File: src/serial_frame_defs.svh
// constants for the asynchronous serial frame block
// assumes inclusion by bare name from the design files
`ifndef SERIAL_FRAME_DEFS_SVH
`define SERIAL_FRAME_DEFS_SVH

// ----------------------------------------------------------------
// bit timing
// ----------------------------------------------------------------
`define SF_OS_W        4
`define SF_OS_LAST     4'hF
`define SF_OS_MID      4'h7
`define SF_OS_ZERO     4'h0

// ----------------------------------------------------------------
// frame layout
// ----------------------------------------------------------------
`define SF_BIT_W       4
`define SF_BIT_ZERO    4'h0
`define SF_DATA_LAST_8 4'h7
`define SF_DATA_LAST_9 4'h8
`define SF_FRAME_8     4'hA
`define SF_FRAME_9     4'hB

// ----------------------------------------------------------------
// fifo and reset values
// ----------------------------------------------------------------
`define SF_FIFO_DEPTH  16
`define SF_WORD_W      9
`define SF_WORD_ZERO   9'h000
`define SF_LINE_IDLE   1'b1

`endif

File: src/serial_frame_pkg.sv
// state types for the asynchronous serial frame block
// assumes nothing of its surroundings
package serial_frame_pkg;

	typedef enum logic [2:0] {
		TX_IDLE,
		TX_START,
		TX_DATA,
		TX_STOP,
		TX_BREAK,
		TX_MARK,
		TX_IDLE_CH
	} tx_state_e;

	typedef enum logic [1:0] {
		RX_IDLE,
		RX_START,
		RX_DATA,
		RX_STOP
	} rx_state_e;

endpackage : serial_frame_pkg

File: src/word_stream_if.sv
// valid/ready word stream between the block's own modules
// assumes both ends run on the same clock
`timescale 1ns/10ps
interface word_stream_if #(
	parameter int WIDTH = 9
);
	logic             valid;
	logic             ready;
	logic [WIDTH-1:0] data;

	modport source (output valid, output data, input ready);
	modport sink   (input valid, input data, output ready);
endinterface : word_stream_if

File: src/frame_fifo.sv
// synchronous fifo with valid/ready on both sides
// assumes one clock and a synchronous active-high reset
`timescale 1ns/10ps
`include "serial_frame_defs.svh"

module frame_fifo #(
	parameter int WIDTH = 9,
	parameter int DEPTH = 16
) (
	input  wire logic     clock_i,
	input  wire logic     sys_rst_i,
	word_stream_if.sink   fill_s,
	word_stream_if.source drain_s
);
	localparam int AW = $clog2(DEPTH);

	logic [WIDTH-1:0] mem_q [DEPTH];
	logic [AW-1:0]    wr_q;
	logic [AW-1:0]    wr_d;
	logic [AW-1:0]    rd_q;
	logic [AW-1:0]    rd_d;
	logic [AW:0]      cnt_q;
	logic [AW:0]      cnt_d;
	logic             push;
	logic             pop;

	// ----------------------------------------------------------------
	// pointers and fill level
	// ----------------------------------------------------------------
	assign fill_s.ready  = (cnt_q < (AW+1)'(DEPTH));
	assign drain_s.valid = (cnt_q != '0);
	assign drain_s.data  = mem_q[rd_q];
	assign push          = fill_s.valid & fill_s.ready;
	assign pop           = drain_s.valid & drain_s.ready;

	always_comb begin
		wr_d  = push ? AW'(wr_q + 1'b1) : wr_q;
		rd_d  = pop ? AW'(rd_q + 1'b1) : rd_q;
		cnt_d = cnt_q;
		if (push && !pop) begin
			cnt_d = (AW+1)'(cnt_q + 1'b1);
		end else if (pop && !push) begin
			cnt_d = (AW+1)'(cnt_q - 1'b1);
		end
	end

	always_ff @(posedge clock_i) begin
		if (sys_rst_i) begin
			wr_q  <= '0;
			rd_q  <= '0;
			cnt_q <= '0;
		end else begin
			wr_q  <= wr_d;
			rd_q  <= rd_d;
			cnt_q <= cnt_d;
		end
	end

	// storage carries no reset; only written words are ever read
	always_ff @(posedge clock_i) begin
		if (push) begin
			mem_q[wr_q] <= fill_s.data;
		end
	end

endmodule : frame_fifo

File: src/async_serial_frame_format.sv
// asynchronous serial frame engine: transmit and receive framing
// assumes rxd_i is asynchronous, control inputs come from clock_i logic
`timescale 1ns/10ps
`include "serial_frame_defs.svh"

module async_serial_frame_format #(
	parameter int DIV_W = 8,
	parameter int EXT_W = 8,
	parameter int DEPTH = `SF_FIFO_DEPTH
) (
	input  wire logic             clock_i,
	input  wire logic             sys_rst_i,
	input  wire logic             word_length_nine_i,
	input  wire logic [7:0]       tx_data_i,
	input  wire logic             tx_ninth_bit_i,
	input  wire logic             tx_valid_i,
	output logic                  tx_ready_o,
	input  wire logic             send_break_i,
	input  wire logic             send_idle_i,
	input  wire logic [DIV_W-1:0] tx_baud_divider_i,
	input  wire logic [EXT_W-1:0] tx_extended_prescaler_i,
	input  wire logic [DIV_W-1:0] rx_baud_divider_i,
	input  wire logic [EXT_W-1:0] rx_extended_prescaler_i,
	output logic                  txd_o,
	input  wire logic             rxd_i,
	output logic [7:0]            rx_data_o,
	output logic                  rx_ninth_bit_o,
	output logic                  rx_valid_o,
	output logic                  rx_break_o,
	output logic                  rx_idle_o,
	output logic                  rx_frame_error_o,
	output logic                  tx_busy_o,
	output logic                  rx_busy_o
);

	// ----------------------------------------------------------------
	// baud generators, index 0 transmit, index 1 receive
	// ----------------------------------------------------------------
	logic [DIV_W-1:0] div_lim [2];
	logic [EXT_W-1:0] ext_lim [2];
	logic [1:0]       tick;

	assign div_lim[0] = tx_baud_divider_i;
	assign ext_lim[0] = tx_extended_prescaler_i;
	assign div_lim[1] = rx_baud_divider_i;
	assign ext_lim[1] = rx_extended_prescaler_i;

	// tick rate = clock / ((div+1)*(ext+1)); one bit is 16 ticks
	for (genvar g = 0; g < 2; g++) begin : g_baud
		logic [DIV_W-1:0] div_q;
		logic [DIV_W-1:0] div_d;
		logic [EXT_W-1:0] ext_q;
		logic [EXT_W-1:0] ext_d;
		logic             tick_d;
		logic             tick_q;

		always_comb begin
			div_d  = DIV_W'(div_q + 1'b1);
			ext_d  = ext_q;
			tick_d = 1'b0;
			if (div_q >= div_lim[g]) begin
				div_d = '0;
				ext_d = EXT_W'(ext_q + 1'b1);
				if (ext_q >= ext_lim[g]) begin
					ext_d  = '0;
					tick_d = 1'b1;
				end
			end
		end

		always_ff @(posedge clock_i) begin
			if (sys_rst_i) begin
				div_q  <= '0;
				ext_q  <= '0;
				tick_q <= 1'b0;
			end else begin
				div_q  <= div_d;
				ext_q  <= ext_d;
				tick_q <= tick_d;
			end
		end

		assign tick[g] = tick_q;
	end

	// ----------------------------------------------------------------
	// transmit fifo
	// ----------------------------------------------------------------
	word_stream_if #(.WIDTH(`SF_WORD_W)) fill_w ();
	word_stream_if #(.WIDTH(`SF_WORD_W)) drain_w ();

	assign fill_w.valid = tx_valid_i;
	assign fill_w.data  = {tx_ninth_bit_i, tx_data_i};
	assign tx_ready_o   = fill_w.ready;

	frame_fifo #(
		.WIDTH (`SF_WORD_W),
		.DEPTH (DEPTH)
	) u_tx_fifo (
		.clock_i   (clock_i),
		.sys_rst_i (sys_rst_i),
		.fill_s    (fill_w),
		.drain_s   (drain_w)
	);

	// ----------------------------------------------------------------
	// transmitter
	// ----------------------------------------------------------------
	serial_frame_pkg::tx_state_e tx_st_q;
	serial_frame_pkg::tx_state_e tx_st_d;
	logic [`SF_OS_W-1:0]         tx_os_q;
	logic [`SF_OS_W-1:0]         tx_os_d;
	logic [`SF_BIT_W-1:0]        tx_bit_q;
	logic [`SF_BIT_W-1:0]        tx_bit_d;
	logic [`SF_WORD_W-1:0]       tx_sh_q;
	logic [`SF_WORD_W-1:0]       tx_sh_d;
	logic                        tx_nine_q;
	logic                        tx_nine_d;
	logic                        brk_pend_q;
	logic                        brk_pend_d;
	logic                        idl_pend_q;
	logic                        idl_pend_d;
	logic                        txd_q;
	logic                        txd_d;
	logic                        tx_bit_end;
	logic [`SF_BIT_W-1:0]        tx_frame_len;
	logic [`SF_BIT_W-1:0]        tx_data_last;

	assign tx_bit_end    = tick[0] & (tx_os_q == `SF_OS_LAST);
	assign tx_frame_len  = tx_nine_q ? `SF_FRAME_9 : `SF_FRAME_8;
	assign tx_data_last  = tx_nine_q ? `SF_DATA_LAST_9 : `SF_DATA_LAST_8;
	// requests for break and idle take priority over queued data
	assign drain_w.ready = (tx_st_q == serial_frame_pkg::TX_IDLE) & ~brk_pend_q & ~idl_pend_q;

	always_comb begin
		tx_st_d    = tx_st_q;
		tx_os_d    = tick[0] ? `SF_OS_W'(tx_os_q + 1'b1) : tx_os_q;
		tx_bit_d   = tx_bit_q;
		tx_sh_d    = tx_sh_q;
		tx_nine_d  = tx_nine_q;
		// a request landing as the previous one is taken is kept
		brk_pend_d = brk_pend_q | send_break_i;
		idl_pend_d = idl_pend_q | send_idle_i;
		case (tx_st_q)
			serial_frame_pkg::TX_IDLE: begin
				tx_os_d   = `SF_OS_ZERO;
				tx_bit_d  = `SF_BIT_ZERO;
				tx_nine_d = word_length_nine_i;
				if (brk_pend_q) begin
					brk_pend_d = send_break_i;
					tx_st_d    = serial_frame_pkg::TX_BREAK;
				end else if (idl_pend_q) begin
					idl_pend_d = send_idle_i;
					tx_st_d    = serial_frame_pkg::TX_IDLE_CH;
				end else if (drain_w.valid) begin
					tx_sh_d = drain_w.data;
					tx_st_d = serial_frame_pkg::TX_START;
				end
			end
			serial_frame_pkg::TX_START: begin
				if (tx_bit_end) begin
					tx_st_d = serial_frame_pkg::TX_DATA;
				end
			end
			serial_frame_pkg::TX_DATA: begin
				if (tx_bit_end) begin
					tx_sh_d  = tx_sh_q >> 1;
					tx_bit_d = `SF_BIT_W'(tx_bit_q + 1'b1);
					if (tx_bit_q == tx_data_last) begin
						tx_st_d = serial_frame_pkg::TX_STOP;
					end
				end
			end
			serial_frame_pkg::TX_STOP: begin
				if (tx_bit_end) begin
					tx_st_d = serial_frame_pkg::TX_IDLE;
				end
			end
			serial_frame_pkg::TX_BREAK: begin
				if (tx_bit_end) begin
					tx_bit_d = `SF_BIT_W'(tx_bit_q + 1'b1);
					if (tx_bit_q == `SF_BIT_W'(tx_frame_len - 1'b1)) begin
						tx_bit_d = `SF_BIT_ZERO;
						// back-to-back breaks merge, the mark follows the last one
						if (brk_pend_q) begin
							brk_pend_d = send_break_i;
						end else begin
							tx_st_d = serial_frame_pkg::TX_MARK;
						end
					end
				end
			end
			serial_frame_pkg::TX_MARK: begin
				if (tx_bit_end) begin
					tx_st_d = serial_frame_pkg::TX_IDLE;
				end
			end
			serial_frame_pkg::TX_IDLE_CH: begin
				if (tx_bit_end) begin
					tx_bit_d = `SF_BIT_W'(tx_bit_q + 1'b1);
					if (tx_bit_q == `SF_BIT_W'(tx_frame_len - 1'b1)) begin
						tx_st_d = serial_frame_pkg::TX_IDLE;
					end
				end
			end
			default: begin
				tx_st_d = serial_frame_pkg::TX_IDLE;
			end
		endcase
		case (tx_st_d)
			serial_frame_pkg::TX_START: txd_d = 1'b0;
			serial_frame_pkg::TX_BREAK: txd_d = 1'b0;
			serial_frame_pkg::TX_DATA:  txd_d = tx_sh_d[0];
			serial_frame_pkg::TX_STOP:  txd_d = 1'b1;
			default:                    txd_d = 1'b1;
		endcase
	end

	always_ff @(posedge clock_i) begin
		if (sys_rst_i) begin
			tx_st_q    <= serial_frame_pkg::TX_IDLE;
			tx_os_q    <= `SF_OS_ZERO;
			tx_bit_q   <= `SF_BIT_ZERO;
			tx_sh_q    <= `SF_WORD_ZERO;
			tx_nine_q  <= 1'b0;
			brk_pend_q <= 1'b0;
			idl_pend_q <= 1'b0;
			txd_q      <= `SF_LINE_IDLE;
		end else begin
			tx_st_q    <= tx_st_d;
			tx_os_q    <= tx_os_d;
			tx_bit_q   <= tx_bit_d;
			tx_sh_q    <= tx_sh_d;
			tx_nine_q  <= tx_nine_d;
			brk_pend_q <= brk_pend_d;
			idl_pend_q <= idl_pend_d;
			txd_q      <= txd_d;
		end
	end

	assign txd_o     = txd_q;
	assign tx_busy_o = (tx_st_q != serial_frame_pkg::TX_IDLE);

	// ----------------------------------------------------------------
	// receive line synchroniser
	// ----------------------------------------------------------------
	logic rxd_meta_q;
	logic rxd_q;

	always_ff @(posedge clock_i) begin
		if (sys_rst_i) begin
			rxd_meta_q <= `SF_LINE_IDLE;
			rxd_q      <= `SF_LINE_IDLE;
		end else begin
			rxd_meta_q <= rxd_i;
			rxd_q      <= rxd_meta_q;
		end
	end

	// ----------------------------------------------------------------
	// receiver, samples each bit at its middle tick
	// ----------------------------------------------------------------
	serial_frame_pkg::rx_state_e rx_st_q;
	serial_frame_pkg::rx_state_e rx_st_d;
	logic [`SF_OS_W-1:0]         rx_os_q;
	logic [`SF_OS_W-1:0]         rx_os_d;
	logic [`SF_BIT_W-1:0]        rx_bit_q;
	logic [`SF_BIT_W-1:0]        rx_bit_d;
	logic [`SF_WORD_W-1:0]       rx_sh_q;
	logic [`SF_WORD_W-1:0]       rx_sh_d;
	logic                        rx_nine_q;
	logic                        rx_nine_d;
	logic                        idle_arm_q;
	logic                        idle_arm_d;
	logic [7:0]                  rx_data_q;
	logic [7:0]                  rx_data_d;
	logic                        rx_r9_q;
	logic                        rx_r9_d;
	logic                        rx_vld_q;
	logic                        rx_vld_d;
	logic                        rx_brk_q;
	logic                        rx_brk_d;
	logic                        rx_idl_q;
	logic                        rx_idl_d;
	logic                        rx_fe_q;
	logic                        rx_fe_d;
	logic                        rx_mid;
	logic                        rx_end;
	logic [`SF_WORD_W-1:0]       rx_word;

	assign rx_mid  = tick[1] & (rx_os_q == `SF_OS_MID);
	assign rx_end  = tick[1] & (rx_os_q == `SF_OS_LAST);
	// in 8-bit frames the first bit lands one place higher
	assign rx_word = rx_nine_q ? rx_sh_q : {1'b0, rx_sh_q[8:1]};

	always_comb begin
		rx_st_d    = rx_st_q;
		rx_os_d    = tick[1] ? `SF_OS_W'(rx_os_q + 1'b1) : rx_os_q;
		rx_bit_d   = rx_bit_q;
		rx_sh_d    = rx_sh_q;
		rx_nine_d  = rx_nine_q;
		idle_arm_d = idle_arm_q;
		rx_data_d  = rx_data_q;
		rx_r9_d    = rx_r9_q;
		rx_vld_d   = 1'b0;
		rx_brk_d   = 1'b0;
		rx_idl_d   = 1'b0;
		rx_fe_d    = 1'b0;
		case (rx_st_q)
			serial_frame_pkg::RX_IDLE: begin
				rx_nine_d = word_length_nine_i;
				if (!rxd_q) begin
					rx_os_d  = `SF_OS_ZERO;
					rx_bit_d = `SF_BIT_ZERO;
					rx_st_d  = serial_frame_pkg::RX_START;
				end else if (rx_end) begin
					rx_bit_d = `SF_BIT_W'(rx_bit_q + 1'b1);
					// a whole frame time of ones after traffic
					if (rx_bit_q == `SF_BIT_W'((rx_nine_q ? `SF_FRAME_9 : `SF_FRAME_8)
					                          - 1'b1)) begin
						rx_idl_d   = idle_arm_q;
						idle_arm_d = 1'b0;
						rx_bit_d   = `SF_BIT_ZERO;
					end
				end
			end
			serial_frame_pkg::RX_START: begin
				if (rx_mid && rxd_q) begin
					rx_os_d  = `SF_OS_ZERO;
					rx_bit_d = `SF_BIT_ZERO;
					rx_st_d  = serial_frame_pkg::RX_IDLE;
				end else if (rx_end) begin
					rx_st_d = serial_frame_pkg::RX_DATA;
				end
			end
			serial_frame_pkg::RX_DATA: begin
				if (rx_mid) begin
					rx_sh_d = {rxd_q, rx_sh_q[8:1]};
				end
				if (rx_end) begin
					rx_bit_d = `SF_BIT_W'(rx_bit_q + 1'b1);
					if (rx_bit_q == (rx_nine_q ? `SF_DATA_LAST_9 : `SF_DATA_LAST_8)) begin
						rx_st_d = serial_frame_pkg::RX_STOP;
					end
				end
			end
			serial_frame_pkg::RX_STOP: begin
				// leave at mid-stop so the next start edge is not missed
				if (rx_mid) begin
					idle_arm_d = 1'b1;
					rx_os_d    = `SF_OS_ZERO;
					rx_bit_d   = `SF_BIT_ZERO;
					rx_st_d    = serial_frame_pkg::RX_IDLE;
					if (rxd_q) begin
						rx_data_d = rx_word[7:0];
						rx_r9_d   = rx_nine_q & rx_word[8];
						rx_vld_d  = 1'b1;
					end else if (rx_word == `SF_WORD_ZERO) begin
						rx_brk_d = 1'b1;
					end else begin
						rx_fe_d = 1'b1;
					end
				end
			end
			default: begin
				rx_st_d = serial_frame_pkg::RX_IDLE;
			end
		endcase
	end

	always_ff @(posedge clock_i) begin
		if (sys_rst_i) begin
			rx_st_q    <= serial_frame_pkg::RX_IDLE;
			rx_os_q    <= `SF_OS_ZERO;
			rx_bit_q   <= `SF_BIT_ZERO;
			rx_sh_q    <= `SF_WORD_ZERO;
			rx_nine_q  <= 1'b0;
			idle_arm_q <= 1'b0;
			rx_data_q  <= 8'h00;
			rx_r9_q    <= 1'b0;
			rx_vld_q   <= 1'b0;
			rx_brk_q   <= 1'b0;
			rx_idl_q   <= 1'b0;
			rx_fe_q    <= 1'b0;
		end else begin
			rx_st_q    <= rx_st_d;
			rx_os_q    <= rx_os_d;
			rx_bit_q   <= rx_bit_d;
			rx_sh_q    <= rx_sh_d;
			rx_nine_q  <= rx_nine_d;
			idle_arm_q <= idle_arm_d;
			rx_data_q  <= rx_data_d;
			rx_r9_q    <= rx_r9_d;
			rx_vld_q   <= rx_vld_d;
			rx_brk_q   <= rx_brk_d;
			rx_idl_q   <= rx_idl_d;
			rx_fe_q    <= rx_fe_d;
		end
	end

	assign rx_data_o        = rx_data_q;
	assign rx_ninth_bit_o   = rx_r9_q;
	assign rx_valid_o       = rx_vld_q;
	assign rx_break_o       = rx_brk_q;
	assign rx_idle_o        = rx_idl_q;
	assign rx_frame_error_o = rx_fe_q;
	assign rx_busy_o        = (rx_st_q != serial_frame_pkg::RX_IDLE);

endmodule : async_serial_frame_format

File: config.mk
export PLATFORM = sky130hd
export DESIGN_NAME = async_serial_frame_format
export DESIGN_NICKNAME = d
export VERILOG_FILES = /design/src/serial_frame_pkg.sv /design/src/word_stream_if.sv /design/src/frame_fifo.sv /design/src/async_serial_frame_format.sv
export VERILOG_INCLUDE_DIRS = /design/src
export SDC_FILE = /design/constraint.sdc
export NUM_CORES = 1
export LEC_CHECK = 0
export BUFFER_PORTS_ARGS = -buffer_cell sky130_fd_sc_hd__buf_2
export CORE_MARGIN = 2
export CORE_UTILIZATION = 61
export CTS_CLUSTER_SIZE = 40
export DETAILED_ROUTE_END_ITERATION = 10
export GPL_TIMING_DRIVEN = 0
export PLACE_DENSITY = 0.8
export SLEW_MARGIN = 5
export SYNTH_ARGS = -nofsm -noshare
export SYNTH_HDL_FRONTEND = slang
export SYNTH_SLANG_ARGS = --single-unit
export TNS_END_PERCENT = 1
File: constraint.sdc
create_clock -name clock_i -period 3.3 [get_ports clock_i]
set_input_delay 0.495 -clock clock_i [delete_from_list [all_inputs] [get_ports clock_i]]
set_output_delay 0.495 -clock clock_i [all_outputs]
set_load 0.01 [all_outputs]
==> impl_metrics.tcl, run 1 <==
set metrics [dict create \
    outcome "finished clean" \
    power_density_nw_per_um2 643 \
    min_path_type "in -> reg" \
    clk_pin_slew_worst_paths_ns 0.06 \
    hold_depth 2 \
    cp-end-kind "flip-flop" \
    drt_iter0_markers 556 \
    rr_endpoint "u_tx_fifo.cnt_q[4]$_SDFFE_PP0P_" \
    p_leak_nw 4.77 \
    fin_util 0.708 \
    globalRouteOverflowTotal 0 \
    crit_family "simple AND/OR/NAND/NOR gates" \
    routabilityCongestion 0.807 \
    power.share.combinational 0.192 \
    slew_violations 0 \
    grt_start_max_net_pins 17 \
    diodes 0 \
    worstSkewPairLatency_ns 0.53 \
    ys_types 58 \
    ios 65 \
    drt-total-wl_um 21800 \
    relSlewSlack 0.295 \
    max_freq_mhz 329 \
    fp.dieH_um 139 \
    r2r_slack_ns 0.26 \
    htreeDepth 1 \
    cpMostUsedCell "a21oi_1" \
    final_cells 1238 \
    synth_fp_nets 992 \
    syn-instance-count 894 \
    finalClockSkew_ns 0.00886 \
    grt_use_total 0.228 \
    worst_slew_pin_slew_ns 1.05 \
    period_share 0.922 \
    die_w_um 139 \
    cts_sinks 255 \
    finalHoldViolations 0 \
    die-area_um2 19300 \
    finalSetupViolations 0 \
    placed_cell_area_um2 11800 \
    cts_tree "yes" \
    crit_buf_inv 3 \
    cp_max_fo 10 \
    p_seq_frac 0.448 \
    antenna_found_initial 0 \
    rsz0062_at_grt "false" \
    fin_area_um2 12700 \
    critPathRequiredTime_ns 3.76 \
    grt_first_pass_wirelength_um 35400 \
    min_to "rxd_meta_q$_SDFF_PP1_" \
    dp_hpwl_um 14600 \
    crit-reg2reg-launch "u_tx_fifo.cnt_q[1]$_SDFFE_PP0P_" \
    placementRows 49 \
    drc 0 \
    cts_root_buf "clkbuf_16" \
    start_util 0.622 \
    nNetsFinal 1087 \
    yosysWarnings 0 \
    ant_nets 0 \
    cpPeakStageDelay_ns 0.57 \
    mostFrequentLayoutCells "144 x edfxtp_1, 116 x nor2_1, 111 x dfxtp_1" \
    p_int_w 0.00600 \
    path_class "reg -> reg" \
    dp.cells 1189 \
    wl_per_cell_um 17.6 \
    power.net_switching_w 0.00216 \
    synth-seq-cells 255 \
    cap_violations 0 \
    syn_area_um2 11100 \
    min-delay-start "rxd_i" \
    clock_path_buffers 3 \
    cts-buffers-inserted 26 \
    route.vias.total 7210 \
    r2r_cells 13 \
    mostFrequentLayoutCell "edfxtp_1" \
    cp.arrival_ns 3.50 \
    drt_first_pass_iters 5 \
    start_kind "flip-flop" \
    synth_area_per_cell_um2 12.4 \
    area_growth_pct 13.9 \
    routed_via_density 5.82 \
    core-area_um2 17900 \
    path_cells "or4_4 -> nor2_4 -> nor4_4 -> buf_4 -> inv_4 -> ha_1 -> inv_1 -> fa_2 -> a21o_1 -> a21oi_1 -> xnor2_1 -> or3_1 -> a21oi_1" \
    grt_pass1_vias 7075 \
    hold_buffers 0 \
    synth-async-reset-ratio 0 \
    peakVddDrop_v 0.000619 \
    synth_flop_cell "edfxtp_1" \
    finalPower_w 0.00815 \
    portBuffers 64 \
    drive_gt1_frac 0.170 \
    netSwitchingFraction 0.264 \
    yosysSeqAreaShare 0.588 \
    finalCriticalPeriod_ns 3.04 \
    synth_edf_count 144 \
    pwr-share-clk 0.360 \
    slowest_stage "or4_4" \
]
==> cell families after synthesis <==
group	after synthesis	synth area share
simple gates	288	0.123
flops	255	0.588
compound gates	101	0.0588
buf+inv	87	0.0307
mux	71	0.109
fa+ha+maj	50	0.0569
xor+xnor	42	0.0331
==> worst reg2reg max path, stage by stage (launching register included) <==
cell and delay, ns:
dfxtp_1 0.35, or4_4 0.57, nor2_4 0.18, nor4_4 0.06, buf_4 0.19, inv_4 0.10
ha_1 0.19, inv_1 0.11, fa_2 0.36, a21o_1 0.18, a21oi_1 0.16, xnor2_1 0.09
or3_1 0.30, a21oi_1 0.13
==> how the worst max path moves through the flow <==
stage | start | end | slack [ns] | cells past startpoint
after floorplan | tx_st_q[2]$_SDFF_PP0_ | u_tx_fifo.cnt_q[4]$_SDFFE_PP0P_ | 0.34 | 14
after global placement | tx_st_q[2]$_SDFF_PP0_ | u_tx_fifo.cnt_q[4]$_SDFFE_PP0P_ | 0.02 | 14
after detailed placement | tx_st_q[2]$_SDFF_PP0_ | u_tx_fifo.cnt_q[4]$_SDFFE_PP0P_ | -0.04 | 14
after CTS | u_tx_fifo.cnt_q[1]$_SDFFE_PP0P_ | u_tx_fifo.cnt_q[4]$_SDFFE_PP0P_ | 0.05 | 13
after global routing | u_tx_fifo.cnt_q[1]$_SDFFE_PP0P_ | u_tx_fifo.cnt_q[4]$_SDFFE_PP0P_ | 0.02 | 13
final | u_tx_fifo.cnt_q[1]$_SDFFE_PP0P_ | u_tx_fifo.cnt_q[4]$_SDFFE_PP0P_ | 0.26 | 13
==> what timing repair did <==
| action | CTS | global route |
|---|---|---|
| setup endpoints to repair | 1 | 2 |
| resized for setup | 0 | 8 |
| pin swaps | 1 | 1 |
| hold endpoints to repair | 0 | 0 |
| buffers inserted | 1 | 0 |
==> metal layers <==
layer | track usage | routed length, um | vias up
met2 | 0.398 | 10900 | 203
met1 | 0.293 | 9100 | 3488
met4 | 0.0766 | 697 | 0
met3 | 0.0356 | 1080 | 54
met5 | 0 | 0 | -
li1 | - | - | 3465
==> final cells by class <==
| cell class | instances | area, um^2 |
|---|---|---|
| flip-flops and latches | 255 | 6550 |
| fillers | 1258 | 5230 |
| well taps | 229 | 287 |
| plain buffers | 39 | 164 |
| clock buffers | 34 | 701 |
| inverters | 48 | 183 |
| repair buffers | 67 | 347 |
| clock inverters | 14 | 163 |
| multi-input cells | 552 | 4280 |
==> power by group through the flow <==
stage          clock [W]  combinational (W)  sequential (W)
2_1_floorplan          0            0.00116         0.00368
4_1_cts          0.00298            0.00154         0.00365
5_1_grt          0.00310            0.00174         0.00367
3_5_place_dp           0            0.00151         0.00371
6_report         0.00294            0.00156         0.00365
3_3_place_gp           0            0.00145         0.00370
==> state kept, by name, summed over array words and instances (netlist names), 2 cells and up, named ones only <==
register and count:
rx_bit_q 4, tx_st_q 3, g_baud.div_q 16, tx_bit_q 4, tx_sh_q 9, u_tx_fifo.mem_q 144
g_baud.tick_q 2, u_tx_fifo.rd_q 4, rx_sh_q 9, rx_os_q 4, u_tx_fifo.cnt_q 5, tx_os_q 4
rx_data_o 8, u_tx_fifo.wr_q 4, g_baud.ext_q 16
==> Yosys cell counts, types with 6 or more instances <==
cell type / number / area (um^2)
or3_1: 7 / 43.8
nor3b_1: 6 / 45.0
clkbuf_1: 27 / 101
nand3_1: 28 / 140
nor2b_1: 9 / 56.3
a211oi_1: 18 / 135
mux2i_1: 30 / 300
a21oi_1: 33 / 165
ha_1: 49 / 613
nand4_1: 11 / 68.8
nor3_1: 17 / 85.1
nor2_1: 117 / 439
edfxtp_1: 144 / 4320
xor2_1: 26 / 228
inv_1: 46 / 173
nor4_1: 6 / 37.5
nand2b_1: 9 / 56.3
a31oi_1: 6 / 37.5
mux4_2: 40 / 901
xnor2_1: 16 / 140
buf_2: 6 / 30.0
nand2_1: 52 / 195
o21ai_0: 12 / 60.1
dfxtp_1: 111 / 2220
and2_1: 6 / 37.5
==> stage by stage <==
stage               setup TNS (ns)  hold WS, ns  setup WS [ns]
CTS                              0        0.137         0.0516
global placement                 0        0.394         0.0175
floorplan                        0        0.389          0.342
finish                           0        0.149          0.257
global route                     0        0.147         0.0208
detailed placement         -0.0369        0.393        -0.0369
(Power assumes the default switching activity.)
==> run 2, diff against run 1 <==
- CORE_UTILIZATION: 61 -> 55
- PLACE_DENSITY: 0.8 -> 0.76
- clock period: 3.3 -> 2.5 ns (I/O delays scaled with it)
==> run 2 against run 1 <==
The run now ends with negative setup slack left. Via count down 1.4%. First-iteration DRC count fell by 24%. Core utilization is 6.8 points lower. Cell area increased by 1.2%. Worst setup slack worse by 0.43 ns. Critical endpoint unchanged. Largest cell class unchanged.
==> impl_metrics.tcl, run 2 (synthesis gave the netlist of run 1 again) <==
set metrics [dict create \
    antenna_found_initial 0 \
    grt_start_max_net_pins 17 \
    finalClockSkew_ns 0.0198 \
    cp.arrival_ns 3.14 \
    peakVddDrop_v 0.000605 \
    dp_slack_ns -0.476 \
    grt_pass1_vias 6955 \
    finalCriticalPeriod_ns 2.68 \
    slew_violations 0 \
    rsz0062_at_grt "true" \
    setup_ws_ns -0.178 \
    cp-end-kind "flip-flop" \
    r2r_cells 12 \
    die-area_um2 21400 \
    grt_first_pass_wirelength_um 35100 \
    placementRows 52 \
    cts_sinks 255 \
    portBuffers 64 \
    outcome "finished with violations" \
    routed_via_density 5.55 \
    crit-reg2reg-launch "u_tx_fifo.cnt_q[2]$_SDFFE_PP0P_" \
    worst_slew_pin_slew_ns 1.00 \
    worstSkewPairLatency_ns 0.54 \
    path_cells "or4_4 -> nor2_4 -> nor4_4 -> inv_6 -> ha_4 -> inv_2 -> fa_2 -> a21o_1 -> a21oi_2 -> xnor2_1 -> or3_1 -> a21oi_2" \
    cpPeakStageDelay_ns 0.53 \
    drt_first_pass_iters 5 \
    violations "negative setup slack" \
    min-delay-start "rxd_i" \
    core-area_um2 20000 \
    min_path_type "in -> reg" \
    regMostFlops "u_tx_fifo.mem_q" \
    mostFrequentLayoutCell "edfxtp_1" \
    drc 0 \
    hold_buffers 0 \
    clock_path_buffers 3 \
    largest_reg_flops 144 \
    grt_use_total 0.204 \
    ios 65 \
    cts-buffers-inserted 26 \
    fin_util 0.640 \
    p_leak_nw 4.81 \
    largest_registers "u_tx_fifo.mem_q: 144 flops, g_baud.div_q: 16 flops, g_baud.ext_q: 16 flops" \
    finalHoldViolations 0 \
    r2r_slack_ns -0.18 \
    cts_tree "yes" \
    ant_nets 0 \
    die_w_um 146 \
    min_to "rxd_meta_q$_SDFF_PP1_" \
    fp.dieH_um 146 \
    cp_max_fo 4 \
    start_util 0.555 \
    fin_area_um2 12800 \
    cpMostUsedCell "a21oi_2" \
    clk_pin_slew_worst_paths_ns 0.06 \
    route.vias.total 7106 \
    placed_cell_area_um2 11900 \
    cap_violations 0 \
    fillers 1540 \
    wl_per_cell_um 16.7 \
    relSlewSlack 0.330 \
    drt-total-wl_um 21400 \
    slowest_stage "or4_4" \
    period_share 1.07 \
    max_freq_mhz 373 \
    routabilityCongestion 0.806 \
    rr_endpoint "u_tx_fifo.cnt_q[4]$_SDFFE_PP0P_" \
    hold_depth 2 \
    nNetsFinal 1089 \
    crit_buf_inv 2 \
    drive_gt1_frac 0.193 \
    diodes 0 \
    path_class "reg -> reg" \
    cts_root_buf "clkbuf_16" \
    htreeDepth 1 \
    area_growth_pct 15.3 \
    drt_iter0_markers 420 \
    globalRouteOverflowTotal 0 \
    finalSetupViolations 3 \
    crit_family "simple AND/OR/NAND/NOR gates" \
    power_density_nw_per_um2 843 \
    mostFrequentLayoutCells "144 x edfxtp_1, 112 x nor2_1, 107 x dfxtp_1" \
    critPathRequiredTime_ns 2.96 \
    start_kind "flip-flop" \
    dp_hpwl_um 14500 \
]
-- run 2: cell count changes in the layout (fill, tap and decap cells not counted), sizes merged --
| cell | change |
|---|---|
| clkbuf | -2 |
| bufinv | -1 |
| buf | +2 |
| inv | +1 |
| clkinvlp | -1 |
| clkinv | +3 |
-- run 2: worst max path at each step --
stage / startpoint / to / cells past startpoint
floorplan: u_tx_fifo.cnt_q[3]$_SDFFE_PP0P_ / u_tx_fifo.cnt_q[4]$_SDFFE_PP0P_ / 13
CTS: u_tx_fifo.cnt_q[3]$_SDFFE_PP0P_ / u_tx_fifo.cnt_q[4]$_SDFFE_PP0P_ / 12
global route: u_tx_fifo.cnt_q[3]$_SDFFE_PP0P_ / u_tx_fifo.cnt_q[4]$_SDFFE_PP0P_ / 12
detailed placement: tx_st_q[1]$_SDFF_PP0_ / u_tx_fifo.cnt_q[4]$_SDFFE_PP0P_ / 14
finish: u_tx_fifo.cnt_q[2]$_SDFFE_PP0P_ / u_tx_fifo.cnt_q[4]$_SDFFE_PP0P_ / 12
global placement: tx_valid_i / u_tx_fifo.mem_q[1][1]$_DFFE_PP_ / 5
-- run 2: layer usage --
metal  part of all wire  wire length (um)  vias up  track usage
li1                   -                 -     3457            -
met1               0.44              9340     3463        0.265
met2               0.50             10700      156        0.363
met3              0.044               948       30       0.0322
met4              0.016               337        0       0.0466
met5                  0                 0        -            0
-- run 2: where the power goes --
part	internal, W	switching (W)	total (W)
sequential	0.00467	0.000184	0.00485
clock	0.00224	0.00158	0.00382
combinational	0.00102	0.00113	0.00215
-- run 2: final cells by class --
cell class / count / area, um^2 / share of cell area
Buffer: 37 / 163 / 0.0127
Sequential cell: 255 / 6550 / 0.511
Clock inverter: 16 / 154 / 0.0120
Inverter: 48 / 185 / 0.0144
Multi-Input combinational cell: 552 / 4350 / 0.339
Timing Repair Buffer: 71 / 377 / 0.0294
Clock buffer: 32 / 713 / 0.0556
Tap cell: 270 / 338 / 0.0263
-- run 2: stage by stage --
stage | hold slack (ns) | total power (W) | setup TNS, ns | instances
after floorplan | 0.389 | 0.00643 | -0.267 | 894
after global placement | 0.393 | 0.00687 | -16.71 | 1228
after detailed placement | 0.401 | 0.00695 | -2.84 | 1230
after CTS | 0.0394 | 0.0109 | -0.152 | 1280
after global routing | 0.0423 | 0.0113 | -1.01 | 1281
final | 0.0487 | 0.0108 | -0.283 | 1281
-- run 2: worst reg2reg max path, delay by kind of cell (launching register included) --
family          cells  cell delay [ns]
buf+inv             2             0.15
xor+xnor            1             0.08
simple gates        4             1.13
flops               1             0.34
fa+ha+maj           2             0.50
compound gates      3             0.40
-- run 2: timing repair --
item / CTS / global route
setup buffers: 5 / 1
endpoints found under the setup margin: 21 / 59
gates resized for setup: 11 / 14
pin swaps: 7 / 4
